==> config.mk <==
export PLATFORM = sky130hd
export DESIGN_NAME = sync_fault_softstart_ctrl
export DESIGN_NICKNAME = d
export VERILOG_FILES = /design/src/shared/softstart_pkg.sv /design/src/hw/strap_decoder.sv /design/src/hw/sync_fault_softstart_ctrl.sv
export VERILOG_INCLUDE_DIRS = /design/src /design/src/shared
export SDC_FILE = /design/constraint.sdc
export NUM_CORES = 1
export LEC_CHECK = 0
export ABC_AREA = 1
export BUFFER_PORTS_ARGS = -buffer_cell sky130_fd_sc_hd__buf_2
export CELL_PAD_IN_SITES_DETAIL_PLACEMENT = 1
export CELL_PAD_IN_SITES_GLOBAL_PLACEMENT = 2
export CORE_ASPECT_RATIO = 0.75
export CORE_MARGIN = 3
export CORE_UTILIZATION = 36
export DETAILED_ROUTE_END_ITERATION = 12
export GPL_TIMING_DRIVEN = 0
export PLACE_DENSITY = 0.83
export SYNTH_ARGS = -nofsm -noshare
export SYNTH_HDL_FRONTEND = slang
export SYNTH_SLANG_ARGS = --single-unit
==> constraint.sdc <==
create_clock -name core_clk_in -period 6.5 [get_ports core_clk_in]
set_clock_uncertainty 0.2 [all_clocks]
set_input_delay 0.325 -clock core_clk_in [delete_from_list [all_inputs] [get_ports core_clk_in]]
set_output_delay 0.325 -clock core_clk_in [all_outputs]
set_load 0.02 [all_outputs]
==> src/shared/softstart_regs.svh <==
/*
 * Command codes, field positions, reset values and timing counts for the
 * sync fault and soft-start controller.
 * Assumes a 125 MHz core clock; included by bare name.
 */
`ifndef SOFTSTART_REGS_SVH
`define SOFTSTART_REGS_SVH

`define CMD_RISE_TIME        8'h61
`define CMD_MFR_STATUS       8'h80
`define CMD_MISC_CFG         8'hF0

`define STAT_SYNC_FLT_BIT    0
`define STAT_STRAP_FAIL_BIT  3
`define MISC_LOSS_OFF_BIT    0
`define MISC_CFG_RESET       8'h00

`define RISE_DEFAULT_MS      8'h03
`define RISE_MIN_MS          8'h01
`define RISE_MAX_MS          8'h64

`define STRAP_CODE_RAIL      4'h9
`define STRAP_MATCH_COUNT    3'h4
`define STRAP_MAX_TRIES      5'h10

`define CLK_PERIOD_NS        8
`define LOSS_TIME_NS         10000
`define LOSS_CYC             (`LOSS_TIME_NS / `CLK_PERIOD_NS)
`define SLOW_TIME_NS         5000
`define SLOW_CYC             (`SLOW_TIME_NS / `CLK_PERIOD_NS)
`define ROLE_TIME_NS         10000
`define ROLE_CYC             (`ROLE_TIME_NS / `CLK_PERIOD_NS)
`define RESTORE_EDGES        3'h7
`define MS_NS                1000000
`define RAMP_STEPS           1024
`define STEP_CYC             (`MS_NS / `RAMP_STEPS / `CLK_PERIOD_NS)

`endif

==> src/shared/softstart_pkg.sv <==
/*
 * Types shared by the sync fault and soft-start controller.
 * Assumes softstart_regs.svh supplies the numeric constants.
 */
`default_nettype none
package softstart_pkg;

	typedef enum logic [5:0] {
		ST_DETECT = 6'b000001,
		ST_STRAP  = 6'b000010,
		ST_OFF    = 6'b000100,
		ST_RAMP   = 6'b001000,
		ST_ON     = 6'b010000,
		ST_HOLD   = 6'b100000
	} ctrl_state_t;

	typedef struct packed {
		logic [7:0] code;
		logic       wr;
		logic       rd;
		logic [7:0] wdata;
	} cmd_req_t;

	typedef struct packed {
		logic       done;
		logic       fail;
		logic [7:0] rise_ms;
	} strap_result_t;

endpackage
`default_nettype wire

==> src/hw/strap_decoder.sv <==
/*
 * Soft-start strap decoder: needs matching consecutive samples.
 * Assumes strap codes arrive on the core clock from a sampling converter.
 */
`include "softstart_regs.svh"
`default_nettype none
module strap_decoder
	import softstart_pkg::*;
(
	input  wire logic          core_clk_in,
	input  wire logic          reset_in,
	input  wire logic          strap_valid_in,
	input  wire logic [3:0]    strap_code_in,
	input  wire logic [7:0]    nvm_rise_in,
	output var  strap_result_t result_out
);

	logic [3:0] last_q;
	logic [2:0] match_q;
	logic [4:0] tries_q;
	logic [2:0] match_d;

	function automatic logic [7:0] strap_ms(input logic [3:0] code, input logic [7:0] nvm);
		case (code)
			4'h0: strap_ms = 8'h03;
			4'h1: strap_ms = 8'h01;
			4'h2: strap_ms = 8'h02;
			4'h3: strap_ms = 8'h03;
			4'h4: strap_ms = 8'h05;
			4'h5: strap_ms = 8'h07;
			4'h6: strap_ms = 8'h0A;
			4'h7: strap_ms = 8'h1B;
			4'h8: strap_ms = 8'h34;
			`STRAP_CODE_RAIL: strap_ms = nvm;
			default: strap_ms = 8'h00;
		endcase
	endfunction

	// invalid codes break a run of matches
	always_comb begin
		if (strap_code_in > `STRAP_CODE_RAIL)
			match_d = 3'h0;
		else if (match_q != 3'h0 && strap_code_in == last_q)
			match_d = match_q + 3'h1;
		else
			match_d = 3'h1;
	end

	always_ff @(posedge core_clk_in) begin
		if (reset_in) begin
			last_q <= 4'h0;
			match_q <= 3'h0;
			tries_q <= 5'h00;
			result_out <= '0;
		end else if (strap_valid_in && !result_out.done) begin
			last_q <= strap_code_in;
			match_q <= match_d;
			tries_q <= tries_q + 5'h01;
			if (match_d == `STRAP_MATCH_COUNT) begin
				result_out.done <= 1'b1;
				result_out.rise_ms <= strap_ms(strap_code_in, nvm_rise_in);
			end else if (tries_q == `STRAP_MAX_TRIES - 5'h01) begin
				result_out.done <= 1'b1;
				result_out.fail <= 1'b1;
				result_out.rise_ms <= `RISE_DEFAULT_MS;
			end
		end
	end
endmodule
`default_nettype wire

==> src/hw/sync_fault_softstart_ctrl.sv <==
/*
 * Sync clock supervisor, fault line handling and soft-start ramp.
 * Assumes reset_in is the input power-up reset and the command port is
 * fed by a bus engine on the core clock.
 */
`include "softstart_regs.svh"
`default_nettype none
module sync_fault_softstart_ctrl
	import softstart_pkg::*;
(
	input  wire logic        core_clk_in,
	input  wire logic        reset_in,
	input  wire logic        sync_pin_in,
	input  wire logic        loop_slave_strap_in,
	input  wire logic        control_pin_in,
	input  wire logic        shared_loop_line_in,
	input  wire logic        fault_in,
	input  wire logic        strap_valid_in,
	input  wire logic [3:0]  strap_code_in,
	input  wire logic [7:0]  nvm_rise_in,
	input  wire logic [15:0] vref_target_in,
	input  wire cmd_req_t    cmd_req_in,
	output logic [7:0]       cmd_rdata_out,
	output logic             switch_enable_out,
	output logic             freq_slow_out,
	output logic             sync_out_oe_out,
	output logic             shared_loop_line_out,
	output logic             shared_loop_line_oe_out,
	output logic             alert_out,
	output logic             softstart_busy_out,
	output logic [15:0]      vref_out
);

	localparam int LOSS_I = `LOSS_CYC;

	logic          sync_meta_q;
	logic          sync_q;
	logic          sync_prev_q;
	logic          slave_meta_q;
	logic          slave_q;
	logic          ctrl_meta_q;
	logic          ctrl_q;
	logic          share_meta_q;
	logic          share_q;
	logic          slave_role_q;
	logic          clk_role_q;
	logic [10:0]   role_cnt_q;
	logic [10:0]   gap_q;
	logic [2:0]    restore_cnt_q;
	logic          clk_ok_q;
	logic          sync_edge;
	logic          loss_off;
	logic          sync_flt;
	logic          run_ok;
	ctrl_state_t   state_q;
	ctrl_state_t   state_d;
	strap_result_t strap;
	logic          strap_taken_q;
	logic          strap_fail_q;
	logic [7:0]    rise_q;
	logic [7:0]    misc_q;
	logic [13:0]   step_cnt_q;
	logic [13:0]   step_len;
	logic [10:0]   frac_q;
	logic [26:0]   vref_prod;
	logic          rise_wr_ok;

	strap_decoder u_strap (
		.core_clk_in    (core_clk_in),
		.reset_in       (reset_in),
		.strap_valid_in (strap_valid_in && state_q == ST_STRAP),
		.strap_code_in  (strap_code_in),
		.nvm_rise_in    (nvm_rise_in),
		.result_out     (strap)
	);

	// pins from outside the clock domain
	always_ff @(posedge core_clk_in) begin
		if (reset_in) begin
			sync_meta_q <= 1'b0;
			sync_q <= 1'b0;
			sync_prev_q <= 1'b0;
			slave_meta_q <= 1'b0;
			slave_q <= 1'b0;
			ctrl_meta_q <= 1'b0;
			ctrl_q <= 1'b0;
			share_meta_q <= 1'b1;
			share_q <= 1'b1;
		end else begin
			sync_meta_q <= sync_pin_in;
			sync_q <= sync_meta_q;
			sync_prev_q <= sync_q;
			slave_meta_q <= loop_slave_strap_in;
			slave_q <= slave_meta_q;
			ctrl_meta_q <= control_pin_in;
			ctrl_q <= ctrl_meta_q;
			share_meta_q <= shared_loop_line_in;
			share_q <= share_meta_q;
		end
	end

	// loop slave follows falling edges, everyone else rising
	assign sync_edge = slave_role_q ? (sync_prev_q && !sync_q) : (!sync_prev_q && sync_q);

	// role detection window right after power-up
	always_ff @(posedge core_clk_in) begin
		if (reset_in) begin
			role_cnt_q <= 11'h000;
			clk_role_q <= 1'b0;
			slave_role_q <= 1'b0;
		end else if (state_q == ST_DETECT) begin
			role_cnt_q <= role_cnt_q + 11'h001;
			if (slave_q)
				slave_role_q <= 1'b1;
			if (slave_q || sync_q || sync_edge)
				clk_role_q <= 1'b1;
		end
	end

	// gap since last edge; saturates at the loss count
	always_ff @(posedge core_clk_in) begin
		if (reset_in)
			gap_q <= 11'h000;
		else if (sync_edge)
			gap_q <= 11'h000;
		else if (gap_q != 11'(`LOSS_CYC))
			gap_q <= gap_q + 11'h001;
	end

	// starts as absent, so a clock-role phase that never sees the clock stays off
	always_ff @(posedge core_clk_in) begin
		if (reset_in) begin
			clk_ok_q <= 1'b0;
			restore_cnt_q <= 3'h0;
		end else if (clk_ok_q) begin
			restore_cnt_q <= 3'h0;
			if (gap_q == 11'(`LOSS_CYC - 1) && !sync_edge)
				clk_ok_q <= 1'b0;
		end else if (gap_q == 11'(`LOSS_CYC) && !sync_edge) begin
			restore_cnt_q <= 3'h0;
		end else if (sync_edge) begin
			if (restore_cnt_q == `RESTORE_EDGES - 3'h1) begin
				clk_ok_q <= 1'b1;
				restore_cnt_q <= 3'h0;
			end else begin
				restore_cnt_q <= restore_cnt_q + 3'h1;
			end
		end
	end

	assign loss_off = misc_q[`MISC_LOSS_OFF_BIT];
	assign sync_flt = clk_role_q && !clk_ok_q && !loss_off;
	// any own fault or a low shared line halts switching
	assign run_ok = (!clk_role_q || clk_ok_q || loss_off) && share_q && !fault_in;

	always_comb begin
		state_d = state_q;
		case (state_q)
			ST_DETECT: if (role_cnt_q == 11'(`ROLE_CYC - 1))
				state_d = ST_STRAP;
			ST_STRAP: if (strap.done)
				state_d = ST_OFF;
			ST_OFF: if (ctrl_q && run_ok)
				state_d = ST_RAMP;
			ST_RAMP: begin
				if (!ctrl_q)
					state_d = ST_OFF;
				else if (!run_ok)
					state_d = ST_HOLD;
				else if (frac_q == 11'(`RAMP_STEPS))
					state_d = ST_ON;
			end
			ST_ON: begin
				if (!ctrl_q)
					state_d = ST_OFF;
				else if (!run_ok)
					state_d = ST_HOLD;
			end
			ST_HOLD: begin
				if (!ctrl_q)
					state_d = ST_OFF;
				else if (run_ok)
					state_d = ST_RAMP;
			end
			default: state_d = ST_DETECT;
		endcase
	end

	always_ff @(posedge core_clk_in) begin
		if (reset_in)
			state_q <= ST_DETECT;
		else
			state_q <= state_d;
	end

	// switching follows the next state so a fault gates it at once
	always_ff @(posedge core_clk_in) begin
		if (reset_in) begin
			switch_enable_out <= 1'b0;
			softstart_busy_out <= 1'b0;
		end else begin
			switch_enable_out <= (state_d == ST_RAMP) || (state_d == ST_ON);
			softstart_busy_out <= state_d == ST_RAMP;
		end
	end

	// a clock-role phase runs slow from the slow count until the clock is flagged lost, master never does
	always_ff @(posedge core_clk_in) begin
		if (reset_in) begin
			freq_slow_out <= 1'b0;
			sync_out_oe_out <= 1'b0;
		end else begin
			freq_slow_out <= clk_role_q && clk_ok_q && gap_q >= 11'(`SLOW_CYC);
			sync_out_oe_out <= state_q != ST_DETECT && !clk_role_q;
		end
	end

	// shared line is open drain: only ever driven low
	always_ff @(posedge core_clk_in) begin
		if (reset_in) begin
			shared_loop_line_out <= 1'b0;
			shared_loop_line_oe_out <= 1'b0;
		end else begin
			shared_loop_line_out <= 1'b0;
			shared_loop_line_oe_out <= sync_flt || fault_in;
		end
	end

	// alert follows other faults only; strap and clock status stay silent
	always_ff @(posedge core_clk_in) begin
		if (reset_in)
			alert_out <= 1'b0;
		else
			alert_out <= fault_in;
	end

	assign rise_wr_ok = cmd_req_in.wr && cmd_req_in.code == `CMD_RISE_TIME
		&& strap_taken_q && cmd_req_in.wdata >= `RISE_MIN_MS
		&& cmd_req_in.wdata <= `RISE_MAX_MS;

	// strap value loads once per power-up; later writes of 1 to 100 ms replace it
	always_ff @(posedge core_clk_in) begin
		if (reset_in) begin
			rise_q <= `RISE_DEFAULT_MS;
			strap_taken_q <= 1'b0;
			strap_fail_q <= 1'b0;
		end else if (!strap_taken_q && strap.done) begin
			rise_q <= strap.rise_ms;
			strap_taken_q <= 1'b1;
			strap_fail_q <= strap.fail;
		end else if (rise_wr_ok) begin
			rise_q <= cmd_req_in.wdata;
		end
	end

	always_ff @(posedge core_clk_in) begin
		if (reset_in)
			misc_q <= `MISC_CFG_RESET;
		else if (cmd_req_in.wr && cmd_req_in.code == `CMD_MISC_CFG)
			misc_q <= cmd_req_in.wdata;
	end

	// unmapped codes read as zero
	always_ff @(posedge core_clk_in) begin
		if (reset_in) begin
			cmd_rdata_out <= 8'h00;
		end else if (cmd_req_in.rd) begin
			case (cmd_req_in.code)
				`CMD_MFR_STATUS: begin
					cmd_rdata_out <= 8'h00;
					cmd_rdata_out[`STAT_SYNC_FLT_BIT] <= sync_flt;
					cmd_rdata_out[`STAT_STRAP_FAIL_BIT] <= strap_fail_q;
				end
				`CMD_MISC_CFG: cmd_rdata_out <= misc_q;
				`CMD_RISE_TIME: cmd_rdata_out <= rise_q;
				default: cmd_rdata_out <= 8'h00;
			endcase
		end
	end

	// step length truncates 1 ms / 1024 to whole cycles: ramp is ~0.06% fast
	assign step_len = 14'(rise_q * `STEP_CYC);

	always_ff @(posedge core_clk_in) begin
		if (reset_in) begin
			step_cnt_q <= 14'h0000;
			frac_q <= 11'h000;
		end else if (state_q != ST_RAMP) begin
			step_cnt_q <= 14'h0000;
			if (state_q != ST_ON)
				frac_q <= 11'h000;
		end else if (frac_q != 11'(`RAMP_STEPS)) begin
			if (step_cnt_q == step_len - 14'h0001) begin
				step_cnt_q <= 14'h0000;
				frac_q <= frac_q + 11'h001;
			end else begin
				step_cnt_q <= step_cnt_q + 14'h0001;
			end
		end
	end

	assign vref_prod = 27'(vref_target_in) * 27'(frac_q);

	always_ff @(posedge core_clk_in) begin
		if (reset_in)
			vref_out <= 16'h0000;
		else
			vref_out <= vref_prod[25:10];
	end
endmodule
`default_nettype wire

==> results of run 1 <==
-- synthesized netlist by cell type, types with 7 or more instances --
cell type  instances  area, sq um
fa_1             141         2820
o211ai_1          10         75.1
nand4_1           21          131
a31oi_1            9         56.3
o21ai_0           65          325
nand3_1           75          375
nand2_2            7         43.8
xor2_1            24          210
inv_1            392         1470
nor4_1            13         81.3
nor3b_1           13         97.6
ha_1              96         1200
dfxtp_1          138         2760
a21oi_1          118          591
nand3_2            7         70.1
nand2_1          425         1600
clkbuf_1          46          173
nor3_1            28          140
nor2_1           115          432
-- area by class of cell --
cell class                      count  share of cell area [%]
Tap cell                          496                    4.16
Timing Repair Buffer               91                    3.42
Sequential cell                   138                    18.5
Clock inverter                     13                   0.629
Buffer                             53                    1.65
Clock buffer                       19                    2.97
Inverter                          397                    9.99
Multi-Input combinational cell   1228                    58.7
-- worst min-delay path: stages --
cell	delay, ns
buf_2	0.13
nand3_1	0.09
a21oi_1	0.07
-- power by group through the flow --
| stage | logic, mW | registers [mW] | clock network [mW] |
|---|---|---|---|
| global placement | 0.108 | 0.879 | 0 |
| CTS | 0.116 | 0.860 | 0.942 |
| detailed placement | 0.110 | 0.879 | 0 |
| global route | 0.128 | 0.861 | 0.980 |
| finish | 0.115 | 0.860 | 0.927 |
| floorplan | 0.0531 | 0.878 | 0 |
-- per-stage QoR --
stage / instances / total power [mW] / area [sq um] / hold WS [ns] / setup TNS, ns
3_5_place_dp: 2401 / 0.989 / 14300 / 0.198 / -2.60
5_1_grt: 2435 / 1.97 / 14900 / 0.0278 / 0
2_1_floorplan: 1825 / 0.931 / 13300 / 0.188 / 0
6_report: 2435 / 1.90 / 14900 / 0.0190 / 0
4_1_cts: 2437 / 1.92 / 14900 / 0.00505 / 0
3_3_place_gp: 2401 / 0.986 / 14300 / 0.193 / -1.86
-- metal layers --
metal  GRT usage [%]  up-vias  routed length, microns
met5               0        -                       0
met4            4.28        0                     435
met3            2.78       29                    1290
met2            34.1      144                   17600
met1            31.5     5730                   20200
li1                -     5833                       -
-- state kept, by name (all words and copies together) (netlist names), 4 cells and up --
| signal | flops |
|---|---|
| vref_out | 16 |
| step_cnt_q | 14 |
| frac_q | 11 |
| gap_q | 11 |
| role_cnt_q | 11 |
| u_strap.result_out | 10 |
| cmd_rdata_out | 8 |
| misc_q | 8 |
| rise_q | 8 |
| state_q | 6 |
| u_strap.tries_q | 5 |
| u_strap.last_q | 4 |
-- final timing paths --
check | depth (start not counted) | end | startpoint
setup reg to reg | 20 | vref_out[13]$_SDFF_PP0_ | frac_q[6]$_SDFFE_PP0P_
hold / removal | 3 | misc_q[0]$_SDFFE_PP0P_ | cmd_req_in[0]
hold reg to reg | 1 | share_q$_SDFF_PP1_ | share_meta_q$_SDFF_PP1_
setup / recovery | 20 | vref_out[13]$_SDFF_PP0_ | frac_q[6]$_SDFFE_PP0P_
-- layout by cell type, fill, tap and decap left out, types with 3 or more instances in the layout --
master / count
xnor2_1: 6
fa_1: 141
inv_6: 3
nor2_2: 3
inv_2: 4
nor3_2: 5
o21a_1: 4
clkinv_2: 5
ha_1: 96
clkbuf_4: 3
nand3_1: 75
a31oi_1: 9
nand2_2: 7
nor2_1: 115
xor2_1: 24
dfxtp_1: 138
buf_4: 3
clkbuf_16: 17
a21oi_1: 117
dlygate4sd3_1: 11
nor3_1: 28
o31ai_1: 3
nand3b_1: 4
nand4_1: 21
buf_2: 85
o21ai_0: 63
nor3b_1: 13
nand3_2: 7
nand2_1: 425
o211ai_1: 10
nor4_1: 13
inv_1: 392
o22ai_1: 6
clkbuf_1: 37
or2_2: 4
clkbuf_2: 3
a211oi_1: 3
clkinvlp_4: 3
-- cells by family after synthesis --
group           after synthesis
compound gates              232
simple gates                728
fa+ha+maj                   237
flops                       138
other cells                   1
buf+inv                     459
xor+xnor                     30
-- timing repair --
action | CTS | global route
endpoints found under the setup margin | 9 | 7
resized for setup | 8 | 8
endpoints found under the hold margin | 12 | 0
buffers inserted | 0 | 0
pin swaps | 0 | 0
hold buffers | 11 | 0
cloned | 0 | 0
==> impl_metrics.tcl, run 1 <==
set metrics [dict create \
    wire_per_inst_microns 16.2 \
    seq_area_sq_um 2760 \
    required_ns 6.65 \
    grt_max_degree 20 \
    vias 11700 \
    cpMostUsedCell "fa_1" \
    power.share.combinational_pct 6.0 \
    ant_nets 0 \
    syn-instance-count 1825 \
    end_kind "register" \
    synthArstFlopShare_pct 0 \
    synth_compound_area_share_pct 9.63 \
    die_w_microns 228 \
    crit_family "adder cells" \
    internal_power_mw 1.39 \
    overflow 0 \
    gr-usage-all-layers_pct 21.5 \
    yosys.area_share.xor_xnor_pct 1.98 \
    gp_congestion 0.830 \
    worstMarginPinSlew_ns 1.00 \
    ys.flop_type "dfxtp_1" \
    fmax_mhz 165 \
    outcome "finished clean" \
    clock_latency_ns 0.44 \
    clkPwrFrac_pct 48.7 \
    slew_headroom_pct 32.5 \
    grt_pass1_vias 12500 \
    slowest_stage "fa_1" \
    r2r_setup_slack_ns 0.44 \
    cpPeakStageDelay_ns 0.56 \
    pre_cts_ws_ns -0.511 \
    p_switching_uw 514 \
    wl_microns 39500 \
    drc_errors 0 \
    synth-simple-area-share_pct 24.0 \
    cap_violations 0 \
    crit_chain "clkbuf_4 > nand2_1 > fa_1 > inv_1 > fa_1 > fa_1 > fa_1 > inv_1 > fa_1 > inv_1 > ha_1 > nand2_1 > o21ai_0 > o21bai_1 > a21oi_1 > o21ai_1 > nand3b_1 > nand3_1 > nand2_1 > nor2_1" \
    fp.dieH_microns 172 \
    dieArea_sq_um 39200 \
    fp-row-count 60 \
    crit_type "register to register" \
    swShare_pct 27.0 \
    hpwl_microns 32500 \
    hp-class "input port to register" \
    syn_nets 2116 \
    yosysWarnings 0 \
    synth_mux_area_share_pct 0 \
    netlist_area_sq_um 13300 \
    ir_drop_mv 0.168 \
    yosys_register_bits 138 \
    cts_buffer_depth 2 \
    fin_util_pct 41.3 \
    setup_slack_ns 0.441 \
    ys_types 53 \
    cts.sinks 138 \
    rsz0062_at_grt "false" \
    coreArea_sq_um 36100 \
    antenna_found_initial 0 \
    diodes 0 \
    worstPathArrival_ns 6.21 \
    drtIter0Drc 517 \
    pwr-share-seq_pct 45.2 \
    cts_buffers 17 \
    hold_viol 0 \
    initial_core_util_pct 36.7 \
    cts.clk_slew.worst_paths_ns 0.07 \
    startpoint_type "register" \
    slew_violations 0 \
    p_leak_nw 7.42 \
    area_growth_pct 12.5 \
    path_buf_inv 4 \
    io_pins 85 \
    cts_root_buffer "clkbuf_16" \
    layout-drive-gt1-share_pct 8.46 \
    yosysSeqAreaShare_pct 20.8 \
    yosys.area_share.adder_pct 30.3 \
    port_buffers 80 \
    synth_edf_count 0 \
    htree_levels 4 \
    setup_viol 0 \
    synth_top_family_by_area "adder cells" \
    crit_fanout 19 \
    timing.final.crit_share_pct 93.2 \
    viasPerCell 4.82 \
    first_pass_iters 5 \
    synth_area_per_cell_sq_um 7.27 \
    grt_pass1_wl_microns 66500 \
    cts_tree "built" \
    nFillCells 4626 \
    nets 2217 \
    power_density_nw_per_um2 128 \
    post-route-min-period_ns 6.06 \
    multi_input_area_sq_um 8750 \
]
Note: power is estimated with default switching activity, not from simulation.
==> inputs of run 2 (changes only) <==
clock period = 6.1 ns   (was 6.5 ns; I/O delays follow)
==> run 2 against run 1 <==
Net effect: non-clock buffer count up 5; sequential power up 6.6%; register-to-register slack got worse by 0.17 ns; total power grew 6.4%; critical path depth grew 2; routed wire length is 0.42% higher; hold slack worse by 0.0021 ns; global-route usage up 0.15 points; critical path type unchanged; highest routed layer unchanged.
==> impl_metrics.tcl, run 2 (synthesis results as in run 1) <==
set metrics [dict create \
    seq_area_sq_um 2760 \
    grt_pass1_vias 12500 \
    cpPeakStageDelay_ns 0.52 \
    antenna_found_initial 0 \
    grt_max_degree 20 \
    overflow 0 \
    hold_viol 0 \
    p_total_mw 2.02 \
    hpwl_microns 32500 \
    diodes 0 \
    ir_drop_mv 0.177 \
    fin_cells 2440 \
    timing.final.crit_share_pct 95.5 \
    rsz0062_at_grt "false" \
    cpMostUsedCell "fa_1" \
    first_pass_iters 5 \
    slew_headroom_pct 32.4 \
    p_leak_nw 7.45 \
    crit_chain "clkbuf_2 > nand2_1 > fa_1 > fa_1 > inv_1 > fa_1 > inv_1 > fa_1 > inv_1 > fa_1 > ha_2 > nand2_1 > a21oi_1 > a211oi_1 > o21ai_1 > a21oi_2 > buf_4 > o21ai_2 > nand2_1 > o21ai_2 > o21ai_0 > a21oi_1" \
    crit_family "adder cells" \
    die_w_microns 228 \
    end_kind "register" \
    dp.cells 2401 \
    slowest_stage "fa_1" \
    wl_microns 39600 \
    nFillCells 4629 \
    fp-row-count 60 \
    layout_commonest_cell "nand2_1" \
    power_density_nw_per_um2 135 \
    cap_violations 0 \
    drc_errors 0 \
    post-route-min-period_ns 5.83 \
    area_growth_pct 13.1 \
    path_buf_inv 5 \
    crit_fanout 19 \
    clock_latency_ns 0.44 \
    hp-class "input port to register" \
    port_buffers 80 \
    gr-usage-all-layers_pct 21.6 \
    vias 11800 \
    htree_levels 4 \
    viasPerCell 4.83 \
    fp.dieH_microns 172 \
    initial_core_util_pct 36.7 \
    ant_nets 0 \
    fmax_mhz 172 \
    wire_per_inst_microns 16.2 \
    top_regs "vref_out x16, step_cnt_q x14" \
    layout-drive-gt1-share_pct 9.00 \
    crit_type "register to register" \
    fin_tns_setup_ns 0 \
    coreArea_sq_um 36100 \
    gp_congestion 0.830 \
    cts_buffer_depth 2 \
    required_ns 6.25 \
    nets 2222 \
    mostFrequentLayoutCells "nand2_1, inv_1, fa_1" \
    regMostFlops "vref_out" \
    cts.clk_slew.worst_paths_ns 0.06 \
    cts_root_buffer "clkbuf_16" \
    multi_input_area_sq_um 8780 \
    cts_buffers 17 \
    worstPathArrival_ns 5.97 \
    slew_violations 0 \
    cts_tree "built" \
    outcome "finished clean" \
    setup_viol 0 \
    dieArea_sq_um 39200 \
    worstMarginPinSlew_ns 1.00 \
    cts.sinks 138 \
    drtIter0Drc 546 \
    io_pins 85 \
    grt_pass1_wl_microns 66800 \
    startpoint_type "register" \
    largest_register_ffs 16 \
]
## run 2: per-layer routing
| layer | vias to the layer above | routed length [microns] | track usage, % |
|---|---|---|---|
| met2 | 136 | 17700 | 34.3 |
| li1 | 5850 | - | - |
| met4 | 0 | 442 | 4.33 |
| met3 | 31 | 1090 | 3.04 |
| met1 | 5777 | 20400 | 31.6 |
| met5 | - | 0 | 0 |
## run 2: cell type report
cell class	count	share of cell area, %
Tap cell	496	4.14
Multi-Input combinational cell	1228	58.5
Timing Repair Buffer	95	3.64
Sequential cell	138	18.4
Buffer	54	1.75
Inverter	397	9.94
Clock buffer	19	2.95
Clock inverter	13	0.626
## run 2: metrics by stage
stage          hold WS, ns  area (sq um)  worst slack (ns)  utilization, %
2_1_floorplan        0.188         13300             0.690               -
3_3_place_gp         0.193         14300            -0.847            39.6
3_5_place_dp         0.198         14300            -0.911            39.6
4_1_cts            0.00348         15000           0.00654            41.4
5_1_grt             0.0295         15000            0.0104            41.5
6_report            0.0169         15000             0.274            41.5
## run 2: final timing paths
check	startpoint	end	slack (ns)	depth (start not counted)
setup / recovery	frac_q[2]$_SDFFE_PP0P_	vref_out[12]$_SDFF_PP0_	0.27	22
hold / removal	cmd_req_in[1]	misc_q[1]$_SDFFE_PP0P_	0.02	3
setup reg to reg	frac_q[2]$_SDFFE_PP0P_	vref_out[12]$_SDFF_PP0_	0.27	22
hold reg to reg	share_meta_q$_SDFF_PP1_	share_q$_SDFF_PP1_	0.21	1
## run 2: power by group
part	total (mW)	internal, mW	switching [mW]
Sequential	0.917	0.910	0.00702
Combinational	0.123	0.0376	0.0859
Clock	0.984	0.533	0.451
Total	2.02	1.48	0.543
## run 2: worst reg2reg max path: cells and delay by family (launching register included)
family	cells	cell delay (ns)
adders and majority gates	6	2.90
buffers and inverters	5	0.82
DFF	1	0.36
AOI/OAI and AO/OA	8	1.09
and+or+nand+nor	3	0.39
## run 2: repair_timing
action	CTS	global route
resized for setup	23	15
cloned	0	0
buffers inserted	0	2
pin swaps	0	0
setup endpoints to repair	14	11
hold buffers	13	0
hold endpoints to repair	14	0
